==> config.mk <==
export PLATFORM = sky130hd
export DESIGN_NAME = evs_top
export DESIGN_NICKNAME = d
export VERILOG_FILES = /design/src/core/evs_pkg.sv /design/src/core/evs_axil.sv /design/src/core/evs_scan.sv /design/src/core/evs_top.sv
export SDC_FILE = /design/constraint.sdc
export NUM_CORES = 1
export LEC_CHECK = 0
export ABC_AREA = 1
export BUFFER_PORTS_ARGS = -buffer_cell sky130_fd_sc_hd__clkbuf_2
export CORE_ASPECT_RATIO = 1.75
export CORE_MARGIN = 2
export CORE_UTILIZATION = 35
export DETAILED_ROUTE_END_ITERATION = 16
export SYNTH_ARGS = -nofsm -noshare
export SYNTH_HDL_FRONTEND = slang
export SYNTH_SLANG_ARGS = --single-unit
==> constraint.sdc <==
create_clock -name aclk -period 2.7 [get_ports aclk]
set_input_delay 0 -clock aclk [delete_from_list [all_inputs] [get_ports aclk]]
set_output_delay 0 -clock aclk [all_outputs]
set_load 0.05 [all_outputs]
==> src/core/evs_pkg.sv <==
`default_nettype none
package evs_pkg;
  localparam int unsigned ADDR_W = 8;
  localparam int unsigned GADDR_W = 18;

  // register offsets
  localparam logic [ADDR_W-1:0] OFF_CONFIG = 8'h00;
  localparam logic [ADDR_W-1:0] OFF_STATUS = 8'h04;
  localparam logic [ADDR_W-1:0] OFF_INDEX = 8'h08;
  localparam logic [ADDR_W-1:0] OFF_PARAM = 8'h0c;
  localparam logic [ADDR_W-1:0] OFF_EVT = 8'h10;
  localparam logic [ADDR_W-1:0] OFF_MASK = 8'h14;

  // field positions
  localparam int unsigned CFG_IRQEN_BIT = 0;
  localparam int unsigned CFG_LOCK_BIT = 1;
  localparam int unsigned ST_COMPLETE_BIT = 7;
  localparam int unsigned ST_ACCESS_BIT = 5;
  localparam int unsigned ST_PROTECT_BIT = 4;
  localparam int unsigned ST_BUSY_BIT = 3;
  localparam int unsigned ST_MG1_BIT = 1;
  localparam int unsigned ST_MG0_BIT = 0;
  localparam int unsigned EV_DONE_BIT = 0;
  localparam int unsigned EV_ACC_BIT = 1;
  localparam int unsigned EV_VFAIL_BIT = 2;

  // reset values and codes
  localparam logic [1:0] CONFIG_RST = 2'h0;
  localparam logic [2:0] INDEX_RST = 3'h0;
  localparam logic [2:0] MASK_RST = 3'h0;
  localparam logic [7:0] CMD_SECTION_VERIFY = 8'h10;
  localparam logic [2:0] IDX_CMD = 3'h0;
  localparam logic [2:0] IDX_FIRST = 3'h1;
  localparam logic [2:0] IDX_COUNT = 3'h2;
  localparam logic [15:0] ERASED_WORD = 16'hffff;
  localparam logic [1:0] RESP_OKAY = 2'h0;
  localparam logic [1:0] RESP_SLVERR = 2'h2;

  typedef enum logic [2:0] {
    EVS_IDLE = 3'b001,
    EVS_CHECK = 3'b010,
    EVS_SCAN = 3'b100
  } evs_state_t;
endpackage
`default_nettype wire

==> src/core/evs_axil.sv <==
`default_nettype none
module evs_axil import evs_pkg::*; (
  input wire logic aclk, // bus clock
  input wire logic aresetn, // sync reset
  input wire logic [ADDR_W-1:0] s_axi_awaddr, // write address
  input wire logic s_axi_awvalid, // write address valid
  output logic s_axi_awready, // write address ready
  input wire logic [31:0] s_axi_wdata, // write data
  input wire logic [3:0] s_axi_wstrb, // byte enables
  input wire logic s_axi_wvalid, // write data valid
  output logic s_axi_wready, // write data ready
  output logic [1:0] s_axi_bresp, // write response
  output logic s_axi_bvalid, // write response valid
  input wire logic s_axi_bready, // write response ready
  input wire logic [ADDR_W-1:0] s_axi_araddr, // read address
  input wire logic s_axi_arvalid, // read address valid
  output logic s_axi_arready, // read address ready
  output logic [31:0] s_axi_rdata, // read data
  output logic [1:0] s_axi_rresp, // read response
  output logic s_axi_rvalid, // read data valid
  input wire logic s_axi_rready, // read data ready
  output logic wr_en, // register write strobe
  output logic [ADDR_W-1:0] wr_addr, // held write address
  output logic [31:0] wr_data, // held write data
  output logic [3:0] wr_strb, // held byte enables
  input wire logic wr_ok, // write address is mapped
  output logic rd_en, // register read strobe
  output logic [ADDR_W-1:0] rd_addr, // held read address
  input wire logic [31:0] rd_data, // selected register value
  input wire logic rd_ok // read address is mapped
);
  logic aw_held;
  logic w_held;
  logic ar_held;

  assign s_axi_awready = !aw_held && !s_axi_bvalid;
  assign s_axi_wready = !w_held && !s_axi_bvalid;
  assign s_axi_arready = !ar_held && !s_axi_rvalid;
  assign wr_en = aw_held && w_held && !s_axi_bvalid;
  assign rd_en = ar_held && !s_axi_rvalid;

  always_ff @(posedge aclk) begin
    if (!aresetn) begin
      aw_held <= 1'b0;
      w_held <= 1'b0;
      wr_addr <= '0;
      wr_data <= '0;
      wr_strb <= '0;
    end else begin
      if (s_axi_awvalid && s_axi_awready) begin
        aw_held <= 1'b1;
        wr_addr <= s_axi_awaddr;
      end else if (wr_en) begin
        aw_held <= 1'b0;
      end
      if (s_axi_wvalid && s_axi_wready) begin
        w_held <= 1'b1;
        wr_data <= s_axi_wdata;
        wr_strb <= s_axi_wstrb;
      end else if (wr_en) begin
        w_held <= 1'b0;
      end
    end
  end

  always_ff @(posedge aclk) begin
    if (!aresetn) begin
      s_axi_bvalid <= 1'b0;
      s_axi_bresp <= RESP_OKAY;
    end else if (wr_en) begin
      s_axi_bvalid <= 1'b1;
      s_axi_bresp <= wr_ok ? RESP_OKAY : RESP_SLVERR;
    end else if (s_axi_bready) begin
      s_axi_bvalid <= 1'b0;
    end
  end

  always_ff @(posedge aclk) begin
    if (!aresetn) begin
      ar_held <= 1'b0;
      rd_addr <= '0;
      s_axi_rvalid <= 1'b0;
      s_axi_rdata <= '0;
      s_axi_rresp <= RESP_OKAY;
    end else begin
      if (s_axi_arvalid && s_axi_arready) begin
        ar_held <= 1'b1;
        rd_addr <= s_axi_araddr;
      end else if (rd_en) begin
        ar_held <= 1'b0;
      end
      if (rd_en) begin
        s_axi_rvalid <= 1'b1;
        s_axi_rdata <= rd_ok ? rd_data : 32'h0000_0000;
        s_axi_rresp <= rd_ok ? RESP_OKAY : RESP_SLVERR;
      end else if (s_axi_rready) begin
        s_axi_rvalid <= 1'b0;
      end
    end
  end
endmodule
`default_nettype wire

==> src/core/evs_scan.sv <==
`default_nettype none
module evs_scan import evs_pkg::*; (
  input wire logic aclk, // bus clock
  input wire logic aresetn, // sync reset
  input wire logic start, // one-cycle start pulse
  input wire logic [GADDR_W-1:0] first_addr, // first word address
  input wire logic [15:0] word_count, // words to check
  output logic mem_req, // read request, held per word
  output logic [GADDR_W-1:0] mem_addr, // word address
  input wire logic [15:0] mem_rdata, // read word
  input wire logic mem_rvalid, // read word valid
  input wire logic mem_ecc_fix, // corrected read fault
  input wire logic mem_ecc_fatal, // uncorrectable read fault
  output logic done, // one-cycle end pulse
  output logic any_err, // any fault or non-blank word
  output logic fatal_err // fatal fault or non-blank word
);
  logic active;
  logic [15:0] left;
  logic not_blank;

  assign mem_req = active && (left != 16'h0000);
  assign not_blank = mem_rdata != ERASED_WORD;

  // every word is read even after a failure, so both verdicts are complete
  always_ff @(posedge aclk) begin
    if (!aresetn) begin
      active <= 1'b0;
      left <= '0;
      mem_addr <= '0;
      done <= 1'b0;
      any_err <= 1'b0;
      fatal_err <= 1'b0;
    end else begin
      done <= 1'b0;
      if (start) begin
        active <= 1'b1;
        left <= word_count;
        mem_addr <= first_addr;
        any_err <= 1'b0;
        fatal_err <= 1'b0;
      end else if (active && left == 16'h0000) begin
        active <= 1'b0;
        done <= 1'b1;
      end else if (mem_req && mem_rvalid) begin
        left <= left - 16'h0001;
        mem_addr <= mem_addr + 18'h00002;
        if (not_blank || mem_ecc_fix || mem_ecc_fatal) begin
          any_err <= 1'b1;
        end
        if (not_blank || mem_ecc_fatal) begin
          fatal_err <= 1'b1;
        end
      end
    end
  end
endmodule
`default_nettype wire

==> src/core/evs_top.sv <==
// What this block does
// - clearing the complete flag launches a blank check of the chosen section
// - the complete flag sets once the section check has finished
// - access error when the parameter index is not 010 at launch
// - access error when the command is unavailable in the current mode
// - access error when the 18-bit address is not inside the EEPROM
// - access error when address bit 0 is set
// - access error when the section runs past the EEPROM end
// - upper verify status sets on any read fault or non-blank word
// - lower verify status sets on fatal fault or non-blank word
// - interrupt requested while complete flag and its enable are both set
//
// Chosen here: the address map and the AXI4-Lite interface to the registers.
`default_nettype none
module evs_top import evs_pkg::*; #(
  parameter logic [GADDR_W-1:0] EE_START = 18'h00400, // first EEPROM byte
  parameter logic [GADDR_W-1:0] EE_BYTES = 18'h00600 // EEPROM size in bytes
) (
  input wire logic aclk, // bus clock
  input wire logic aresetn, // sync reset
  input wire logic [ADDR_W-1:0] s_axi_awaddr, // write address
  input wire logic s_axi_awvalid, // write address valid
  output logic s_axi_awready, // write address ready
  input wire logic [31:0] s_axi_wdata, // write data
  input wire logic [3:0] s_axi_wstrb, // byte enables
  input wire logic s_axi_wvalid, // write data valid
  output logic s_axi_wready, // write data ready
  output logic [1:0] s_axi_bresp, // write response
  output logic s_axi_bvalid, // write response valid
  input wire logic s_axi_bready, // write response ready
  input wire logic [ADDR_W-1:0] s_axi_araddr, // read address
  input wire logic s_axi_arvalid, // read address valid
  output logic s_axi_arready, // read address ready
  output logic [31:0] s_axi_rdata, // read data
  output logic [1:0] s_axi_rresp, // read response
  output logic s_axi_rvalid, // read data valid
  input wire logic s_axi_rready, // read data ready
  output logic mem_req, // EEPROM read request
  output logic [GADDR_W-1:0] mem_addr, // EEPROM word address
  input wire logic [15:0] mem_rdata, // EEPROM read word
  input wire logic mem_rvalid, // EEPROM read word valid
  input wire logic mem_ecc_fix, // corrected read fault
  input wire logic mem_ecc_fatal, // uncorrectable read fault
  output logic irq // level interrupt
);
  localparam logic [19:0] EE_END = {2'b00, EE_START} + {2'b00, EE_BYTES};

  function automatic logic [31:0] merge_bytes(input logic [31:0] old_val,
                                              input logic [31:0] new_val,
                                              input logic [3:0] strb);
    logic [31:0] res;
    res = old_val;
    for (int i = 0; i < 4; i++) begin
      if (strb[i]) begin
        res[8*i +: 8] = new_val[8*i +: 8];
      end
    end
    return res;
  endfunction

  logic wr_en;
  logic [ADDR_W-1:0] wr_addr;
  logic [31:0] wr_data;
  logic [3:0] wr_strb;
  logic wr_ok;
  logic rd_en;
  logic [ADDR_W-1:0] rd_addr;
  logic [31:0] rd_data;
  logic rd_ok;

  evs_axil u_axil (
    .aclk(aclk),
    .aresetn(aresetn),
    .s_axi_awaddr(s_axi_awaddr),
    .s_axi_awvalid(s_axi_awvalid),
    .s_axi_awready(s_axi_awready),
    .s_axi_wdata(s_axi_wdata),
    .s_axi_wstrb(s_axi_wstrb),
    .s_axi_wvalid(s_axi_wvalid),
    .s_axi_wready(s_axi_wready),
    .s_axi_bresp(s_axi_bresp),
    .s_axi_bvalid(s_axi_bvalid),
    .s_axi_bready(s_axi_bready),
    .s_axi_araddr(s_axi_araddr),
    .s_axi_arvalid(s_axi_arvalid),
    .s_axi_arready(s_axi_arready),
    .s_axi_rdata(s_axi_rdata),
    .s_axi_rresp(s_axi_rresp),
    .s_axi_rvalid(s_axi_rvalid),
    .s_axi_rready(s_axi_rready),
    .wr_en(wr_en),
    .wr_addr(wr_addr),
    .wr_data(wr_data),
    .wr_strb(wr_strb),
    .wr_ok(wr_ok),
    .rd_en(rd_en),
    .rd_addr(rd_addr),
    .rd_data(rd_data),
    .rd_ok(rd_ok)
  );

  // registers
  logic [1:0] config_reg;
  logic [2:0] param_index;
  logic [15:0] command_param_word [0:7];
  logic command_complete_flag;
  logic access_error_flag;
  logic verify_status_upper;
  logic verify_status_lower;
  logic [2:0] evt_status;
  logic [2:0] evt_mask;
  evs_state_t state;
  evs_state_t next_state;

  // decode
  wire is_cfg = wr_addr == OFF_CONFIG;
  wire is_stat = wr_addr == OFF_STATUS;
  wire is_idx = wr_addr == OFF_INDEX;
  wire is_par = wr_addr == OFF_PARAM;
  wire is_msk = wr_addr == OFF_MASK;
  assign wr_ok = is_cfg || is_stat || is_idx || is_par || is_msk || wr_addr == OFF_EVT;
  wire busy = state != EVS_IDLE;
  wire complete_irq_enable = config_reg[CFG_IRQEN_BIT];
  wire cmd_lock = config_reg[CFG_LOCK_BIT];

  // parameter bank is frozen while a command runs
  wire wr_open = wr_en && command_complete_flag;
  wire [31:0] stat_merged = merge_bytes(32'h0000_0000, wr_data, wr_strb);
  wire [31:0] par_merged = merge_bytes({16'h0000, command_param_word[param_index]},
                                       wr_data, wr_strb);
  wire [31:0] cfg_merged = merge_bytes({30'h0, config_reg}, wr_data, wr_strb);
  wire [31:0] idx_merged = merge_bytes({29'h0, param_index}, wr_data, wr_strb);
  wire [31:0] msk_merged = merge_bytes({29'h0, evt_mask}, wr_data, wr_strb);
  wire stat_wr = wr_en && is_stat;
  wire acc_clear = stat_wr && stat_merged[ST_ACCESS_BIT];
  // a pending access error must be cleared before a new launch
  wire launch = stat_wr && stat_merged[ST_COMPLETE_BIT] && command_complete_flag
                && !access_error_flag;

  // launch parameters
  wire [7:0] cmd_code = command_param_word[IDX_CMD][15:8];
  wire [5:0] addr_high_junk = command_param_word[IDX_CMD][7:2];
  wire [GADDR_W-1:0] g_addr = {command_param_word[IDX_CMD][1:0],
                               command_param_word[IDX_FIRST]};
  wire [15:0] word_count = command_param_word[IDX_COUNT];
  wire [19:0] sec_end = {2'b00, g_addr} + {3'b000, word_count, 1'b0};

  wire err_index = param_index != IDX_COUNT;
  wire err_mode = cmd_lock || cmd_code != CMD_SECTION_VERIFY;
  wire err_range = addr_high_junk != 6'h00 || g_addr < EE_START
                   || {2'b00, g_addr} >= EE_END;
  wire err_align = g_addr[0];
  wire err_breach = sec_end > EE_END;
  wire err_any = err_index || err_mode || err_range || err_align || err_breach;

  wire scan_start = state == EVS_CHECK && !err_any;
  logic scan_done;
  logic scan_any;
  logic scan_fatal;

  evs_scan u_scan (
    .aclk(aclk),
    .aresetn(aresetn),
    .start(scan_start),
    .first_addr(g_addr),
    .word_count(word_count),
    .mem_req(mem_req),
    .mem_addr(mem_addr),
    .mem_rdata(mem_rdata),
    .mem_rvalid(mem_rvalid),
    .mem_ecc_fix(mem_ecc_fix),
    .mem_ecc_fatal(mem_ecc_fatal),
    .done(scan_done),
    .any_err(scan_any),
    .fatal_err(scan_fatal)
  );

  // sequencer
  always_comb begin
    next_state = state;
    case (state)
      EVS_IDLE: if (launch) next_state = EVS_CHECK;
      EVS_CHECK: next_state = err_any ? EVS_IDLE : EVS_SCAN;
      EVS_SCAN: if (scan_done) next_state = EVS_IDLE;
      default: next_state = EVS_IDLE;
    endcase
  end

  wire check_fail = state == EVS_CHECK && err_any;
  wire finish = check_fail || (state == EVS_SCAN && scan_done);
  wire vfail = state == EVS_SCAN && scan_done && scan_any;

  always_ff @(posedge aclk) begin
    if (!aresetn) begin
      state <= EVS_IDLE;
    end else begin
      state <= next_state;
    end
  end

  always_ff @(posedge aclk) begin
    if (!aresetn) begin
      command_complete_flag <= 1'b1;
    end else if (launch) begin
      command_complete_flag <= 1'b0;
    end else if (finish) begin
      command_complete_flag <= 1'b1;
    end
  end

  // set wins over the write-one clear
  always_ff @(posedge aclk) begin
    if (!aresetn) begin
      access_error_flag <= 1'b0;
    end else if (check_fail) begin
      access_error_flag <= 1'b1;
    end else if (acc_clear) begin
      access_error_flag <= 1'b0;
    end
  end

  always_ff @(posedge aclk) begin
    if (!aresetn) begin
      verify_status_upper <= 1'b0;
      verify_status_lower <= 1'b0;
    end else if (launch) begin
      verify_status_upper <= 1'b0;
      verify_status_lower <= 1'b0;
    end else if (state == EVS_SCAN && scan_done) begin
      verify_status_upper <= scan_any;
      verify_status_lower <= scan_fatal;
    end
  end

  always_ff @(posedge aclk) begin
    if (!aresetn) begin
      config_reg <= CONFIG_RST;
      param_index <= INDEX_RST;
      evt_mask <= MASK_RST;
    end else if (wr_en) begin
      if (is_cfg) config_reg <= cfg_merged[1:0];
      if (is_msk) evt_mask <= msk_merged[2:0];
      if (is_idx && command_complete_flag) param_index <= idx_merged[2:0];
    end
  end

  always_ff @(posedge aclk) begin
    if (wr_open && is_par) begin
      command_param_word[param_index] <= par_merged[15:0];
    end
  end

  // events, cleared by reading the event register; a new event still lands
  wire [2:0] evt_set;
  assign evt_set[EV_DONE_BIT] = finish;
  assign evt_set[EV_ACC_BIT] = check_fail;
  assign evt_set[EV_VFAIL_BIT] = vfail;
  wire evt_rd = rd_en && rd_addr == OFF_EVT;

  always_ff @(posedge aclk) begin
    if (!aresetn) begin
      evt_status <= '0;
    end else begin
      evt_status <= (evt_rd ? 3'h0 : evt_status) | evt_set;
    end
  end

  assign irq = (command_complete_flag && complete_irq_enable)
               || |(evt_status & evt_mask);

  // read side; the protection flag is never raised by this command
  wire [7:0] status_view = {command_complete_flag, 1'b0, access_error_flag, 1'b0,
                            busy, 1'b0, verify_status_upper, verify_status_lower};
  wire rd_cfg = rd_addr == OFF_CONFIG;
  wire rd_stat = rd_addr == OFF_STATUS;
  wire rd_idx = rd_addr == OFF_INDEX;
  wire rd_par = rd_addr == OFF_PARAM;
  wire rd_msk = rd_addr == OFF_MASK;
  assign rd_ok = rd_cfg || rd_stat || rd_idx || rd_par || rd_msk || evt_rd;
  assign rd_data = rd_cfg ? {30'h0, config_reg}
                 : rd_stat ? {24'h0, status_view}
                 : rd_idx ? {29'h0, param_index}
                 : rd_par ? {16'h0, command_param_word[param_index]}
                 : rd_msk ? {29'h0, evt_mask}
                 : rd_addr == OFF_EVT ? {29'h0, evt_status}
                 : 32'h0000_0000;
endmodule
`default_nettype wire

After elaboration in Yosys (flattened, before gate mapping). Memory sizes are Yosys's and may differ from the RTL's. A register that Yosys moved wholly into a read port is not among the register bits. Cells that the tools add are included. Widths: inputs -> output; s select.

Order comparisons: 3. Div/mod/pow operators: 0. Equality and inequality tests: 20. Bitwise gates (word level): 4. Reductions and logical operators: 79. Muxes and demuxes: 43. Shifts and indexed selects: 0. $mul: 0. Add/subtract/negate cells: 3.

Operators with widths (number): $mux 16 (8); $mux 18 (3); $eq 8x4->1 const B (4); $eq 8x5->1 const B (4); $logic_and 1x1->1 (26); $mux 3 (8); $mux 8 (3); $logic_or 1x1->1 (22); $add 18x17->19 (1); $gt 19x12->1 const B (1); $add 18x2->18 const B (1); $ge 18x12->1 const B (1); $lt 18x11->1 const B (1); $mux 1 (18); $reduce_bool 2->1 (9); $eq 8x3->1 const B (2); $logic_not 16->1 (1); $logic_not 8->1 (2); $ne 16x16->1 const B (1); $reduce_bool 16->1 (1); $sub 16x1->16 const B (1); $reduce_and 3->1 (5); $pmux 3 s3 (1); $ne 8x5->1 const B (1); other kinds (16) (27).

Bits in latches: 0. Memory bits (read-only): 0. Output and inout port bits: 61. Memories: 1. Bits in registers: 131. Bits of input ports: 78. RAM bits: 128. Word-level logic and storage cells: 180.

Memories: command_param_word (words 8, bits a word 16, rd ports 4, clocked after Yosys merged registers in 1, write ports 1, RTL line evs_top.sv:105) `logic [15:0] command_param_word [0:7];`.

Depth between registers and ports, before layout. An unclocked memory read counts as a cell.

Depth in word-level cells: 11. Depth in mapped cells: 21. Mapped depth without buffers: 20.

By module. Synthesis repeated with hierarchy kept, for this count alone.

Cell total of the unflattened synthesis: 1915. Area total of the unflattened synthesis: 14342.5 µm².

By module, submodules not included: evs_top (instances 1, cells each 862, seq. area each 4264.1 µm², area an instance 7687.4 µm²); evs_axil (instances 1, cells each 620, seq. area each 1821.7 µm², area an instance 4121.5 µm²); evs_scan (instances 1, cells each 433, seq. area each 760.7 µm², area an instance 2533.7 µm²).

Worst setup path after synthesis. No wires, ideal clock.

Kind: register -> register. Start point: register u_axil.s_axi_bvalid. End point: memory command_param_word[0][0], enable pin. Stages on the path, launching flop included: 6. Arrival time: 2.405 ns. Required time: 2.291 ns. Path buffers: 0. Path slack: -0.114 ns. Library setup time: 0.409 ns. Clock period less this slack: 2.814 ns. Cells stage by stage: dfxtp_1 > nor2_1 > nand2_1 > nor4_1 > nand2_1 > nor3_1.

Cells in the longest elaborated chain, start to end: 6.

RTL lines: start: declaration (RTL line evs_axil.sv:13) `output logic s_axi_bvalid,`; start signal: assignment (RTL line evs_axil.sv:68) `s_axi_bvalid <= 1'b0;`; start signal: assignment (RTL line evs_axil.sv:71) `s_axi_bvalid <= 1'b1;`; start signal: assignment (RTL line evs_axil.sv:74) `s_axi_bvalid <= 1'b0;`; $logic_not 1->1 (RTL line evs_axil.sv:39) `assign wr_en = aw_held && w_held && !s_axi_bvalid;`; $logic_and 1x1->1 (RTL line evs_axil.sv:39); $logic_and 1x1->1 (RTL line evs_top.sv:127) `wire wr_open = wr_en && command_complete_flag;`; $logic_and 1x1->1 (RTL line evs_top.sv:248) `if (wr_open && is_par) begin`; $mux 1 (RTL line evs_top.sv:248); $mux 1 (implied by the code) (RTL line evs_top.sv:249) `command_param_word[param_index] <= par_merged[15:0];`; end: declaration (RTL line evs_top.sv:105).

Every way passes these cells.

==> qor.yml <==
outcome:
  status: "complete, no violations"
sta:
  skew_ns: 0.0218
  tns_ns: 0
  maxSlewViolCount: 0
  relSlewSlack: 0.121
  fmax_ghz: 0.384
  period_minus_slack_ns: 2.60
  rsz0062_at_grt: "yes"
  hold_ws_ns: 0.00678
  finalCritPeriodShare: 0.965
  tightest_slew_ns: 1.30
  layout_setup_ws_ns: 0.0952
  setup_viol: 0
  hold_viol: 0
clocking:
  cts_made_buffers: 23
  h-tree-depth: 1
  cts.sinks: 244
  clock_latency_ns: 0.53
  clockBufferDepth: 3
  cts_tree: "built"
  clk_pin_slew_ns: 0.06
  cts-root-buf: "clkbuf_16"
grt:
  grt_pass1_vias: 10000
  track_usage: 0.192
  antenna_found_initial: 0
  grt_pass1_wl_mm: 53.3
  grt-ovfl-total: 0
  grt_max_degree: 52
floorplan:
  die-area_um2: 35700
  pin_count: 139
  start_util: 0.355
  num_rows: 89
  die_h_um: 248
  core_um2: 33600
  fp.dieW_um: 144
detailed_routing:
  first_iter_violations: 584
  wl_per_cell_um: 16.6
  final_antenna_net_count: 0
  via_per_inst: 4.95
  vias: 10500
  dr.pass1.iters: 7
  drc: 0
  wl_mm: 35.1
worst_setup_path:
  critPathLaunchType: "register"
  crit_type: "reg2reg"
  worstPathArrival_ns: 3.07
  required_ns: 3.16
  ff2ff_path_depth: 19
  crit_path_start: "command_param_word[2][0]$_DFFE_PP_"
  cp-end-kind: "register"
  crit_fanout: 38
  r2r-start: "command_param_word[2][0]$_DFFE_PP_"
finish:
  top_register: "command_param_word"
  area_growth_pct: 23.5
  regArea_um2: 6170
  largest_reg_flops: 128
  postLayoutCellArea_um2: 14800
  diodes: 0
  top_regs: "command_param_word (128), u_scan.mem_addr (18)"
  multiInputGateArea_um2: 5070
  post-route-util: 0.439
  num-fill-cells: 3363
  drive_gt1_frac: 0.160
  layout.nets: 1738
  fin_cells: 2113
pwr:
  p_leak_nw: 6.15
  irDropWorstVdd_mv: 0.515
  power_density_nw_per_um2: 537
  p_total_mw: 7.93
worst_hold_path:
  min_path_cells: 3
  hold_path.class: "in2reg"
  hp-start: "s_axi_awvalid"
place:
  placed_cells: 2016
  dp_hpwl_mm: 26.1
  gp_congestion: 0.881
  place_ws_ns: -0.0419
  port_buffers: 102
  post_dp_cell_area_um2: 13200
logic_synthesis:
  avgSynthCellArea_um2: 8.16
  synthArstFlopShare: 0
  yosysTopAreaCell: "edfxtp_1"
  netlist.area_leader.share: 0.322
  synth-seq-cells: 244
  synthTopCellsByArea: "edfxtp_1, dfxtp_1, nand2_1, o21ai_0, a21oi_1"
  yosys_warnings: 0
  synth.distinct_cells: 45
  synthFlopType: "edfxtp_1"
  synth-edff-count: 128
  syn_inst: 1464
  synth_area_um2: 11900
  yosysSeqAreaShare: 0.516
job:
  maxCapViolations: 0
==> routing by layer <==
metal,part of all wire,vias up,wire length (µm),global-route usage
met5,0,-,0,0
met4,0.070,0,2440,0.126
met3,0.027,81,934,0.0165
met2,0.55,229,19200,0.373
met1,0.35,4895,12400,0.191
li1,-,5257,-,-
==> cell families after synthesis <==
| group | count (synthesis) | share of synthesized area |
|---|---|---|
| compound gates | 304 | 0.134 |
| xor+xnor | 24 | 0.0176 |
| fa+ha+maj | 19 | 0.0205 |
| buf+inv | 229 | 0.0804 |
| flops | 244 | 0.516 |
| other cells | 1 | 0.000314 |
| simple gates | 643 | 0.231 |
==> cells in the mapped netlist, types with 2 or more instances <==
cell type  instances
xor2_1            14
ha_1              18
nand3_1           79
nand4_1           38
a21oi_1          129
nand2_2            3
inv_2              5
o22ai_1           21
dfxtp_1          116
buf_1              4
nand2_1          320
o211ai_1           3
nor2_2             3
o21ai_0          132
a211oi_1           2
xnor2_1           10
buf_4             18
edfxtp_1         128
nor4_1             6
buf_2             15
clkbuf_1          40
nor2_1           152
inv_1            142
clkinv_1           3
nor3_2             2
or2_2              3
a31oi_1           10
nor3_1            22
buf_6              2
and2_1             3
or2_1              2
nand3b_1           6
==> critical path, stage by stage, from the launching register on <==
cell,delay [ns]
edfxtp_1,0.36
ha_2,0.20
inv_2,0.04
fa_2,0.35
inv_2,0.07
nand2_1,0.04
nand2_1,0.08
nand3_1,0.11
nand2_2,0.10
nand2_1,0.07
nand3_1,0.08
nand2_1,0.07
nor2_2,0.10
nand2_2,0.09
nor2_8,0.19
nand3_4,0.13
buf_12,0.21
nand2_1,0.07
nand2_1,0.06
a21oi_2,0.11
==> layout make-up <==
cell class / instances / area share
clock inverters: 7 / 0.00636
multi-input cells: 1008 / 0.344
inverters: 150 / 0.0382
well taps: 455 / 0.0386
repair buffers: 214 / 0.107
clock buffers: 35 / 0.0476
flip-flops and latches: 244 / 0.418
==> layout by cell type (no fill, tap or decap), types with 9 or more instances in the layout <==
master / Yosys / layout
nand2_1: 320 / 310
nor2_1: 152 / 151
inv_1: 142 / 139
o21ai_0: 132 / 129
edfxtp_1: 128 / 128
a21oi_1: 129 / 125
dfxtp_1: 116 / 115
clkbuf_2: 0 / 102
nand3_1: 79 / 78
buf_4: 18 / 55
dlygate4sd3_1: 0 / 46
nand4_1: 38 / 38
clkbuf_16: 0 / 25
o22ai_1: 21 / 21
conb_1: 1 / 18
nor3_1: 22 / 14
xor2_1: 14 / 14
a31oi_1: 10 / 10
nor3_2: 2 / 10
xnor2_1: 10 / 10
nand2_2: 3 / 9
ha_1: 18 / 9
==> where the power goes <==
group	leakage, nW	internal, mW	total (mW)	switching, mW
clock network	0.394	2.00	3.42	1.42
registers	2.10	3.97	4.00	0.0342
logic	3.65	0.158	0.508	0.350
==> what timing repair did <==
item                                   in CTS  in global routing
hold buffers                               46                  0
resized for setup                           3                 43
setup buffers                               0                  8
endpoints found under the hold margin      69                  0
setup endpoints to repair                   1                 46
pin swaps                                   0                  7
cloned                                      0                  1
==> worst paths after layout <==
| check | end | slack (ns) |
|---|---|---|
| max reg2reg | u_scan.mem_addr[4]$_SDFFE_PN0P_ | 0.1 |
| min reg2reg | u_axil.rd_addr[1]$_SDFFE_PN0P_ | 0.45 |
| max | u_scan.mem_addr[4]$_SDFFE_PN0P_ | 0.1 |
| min | u_axil.wr_addr[2]$_SDFFE_PN0P_ | 0.007 |
(Power assumes the default switching activity.)
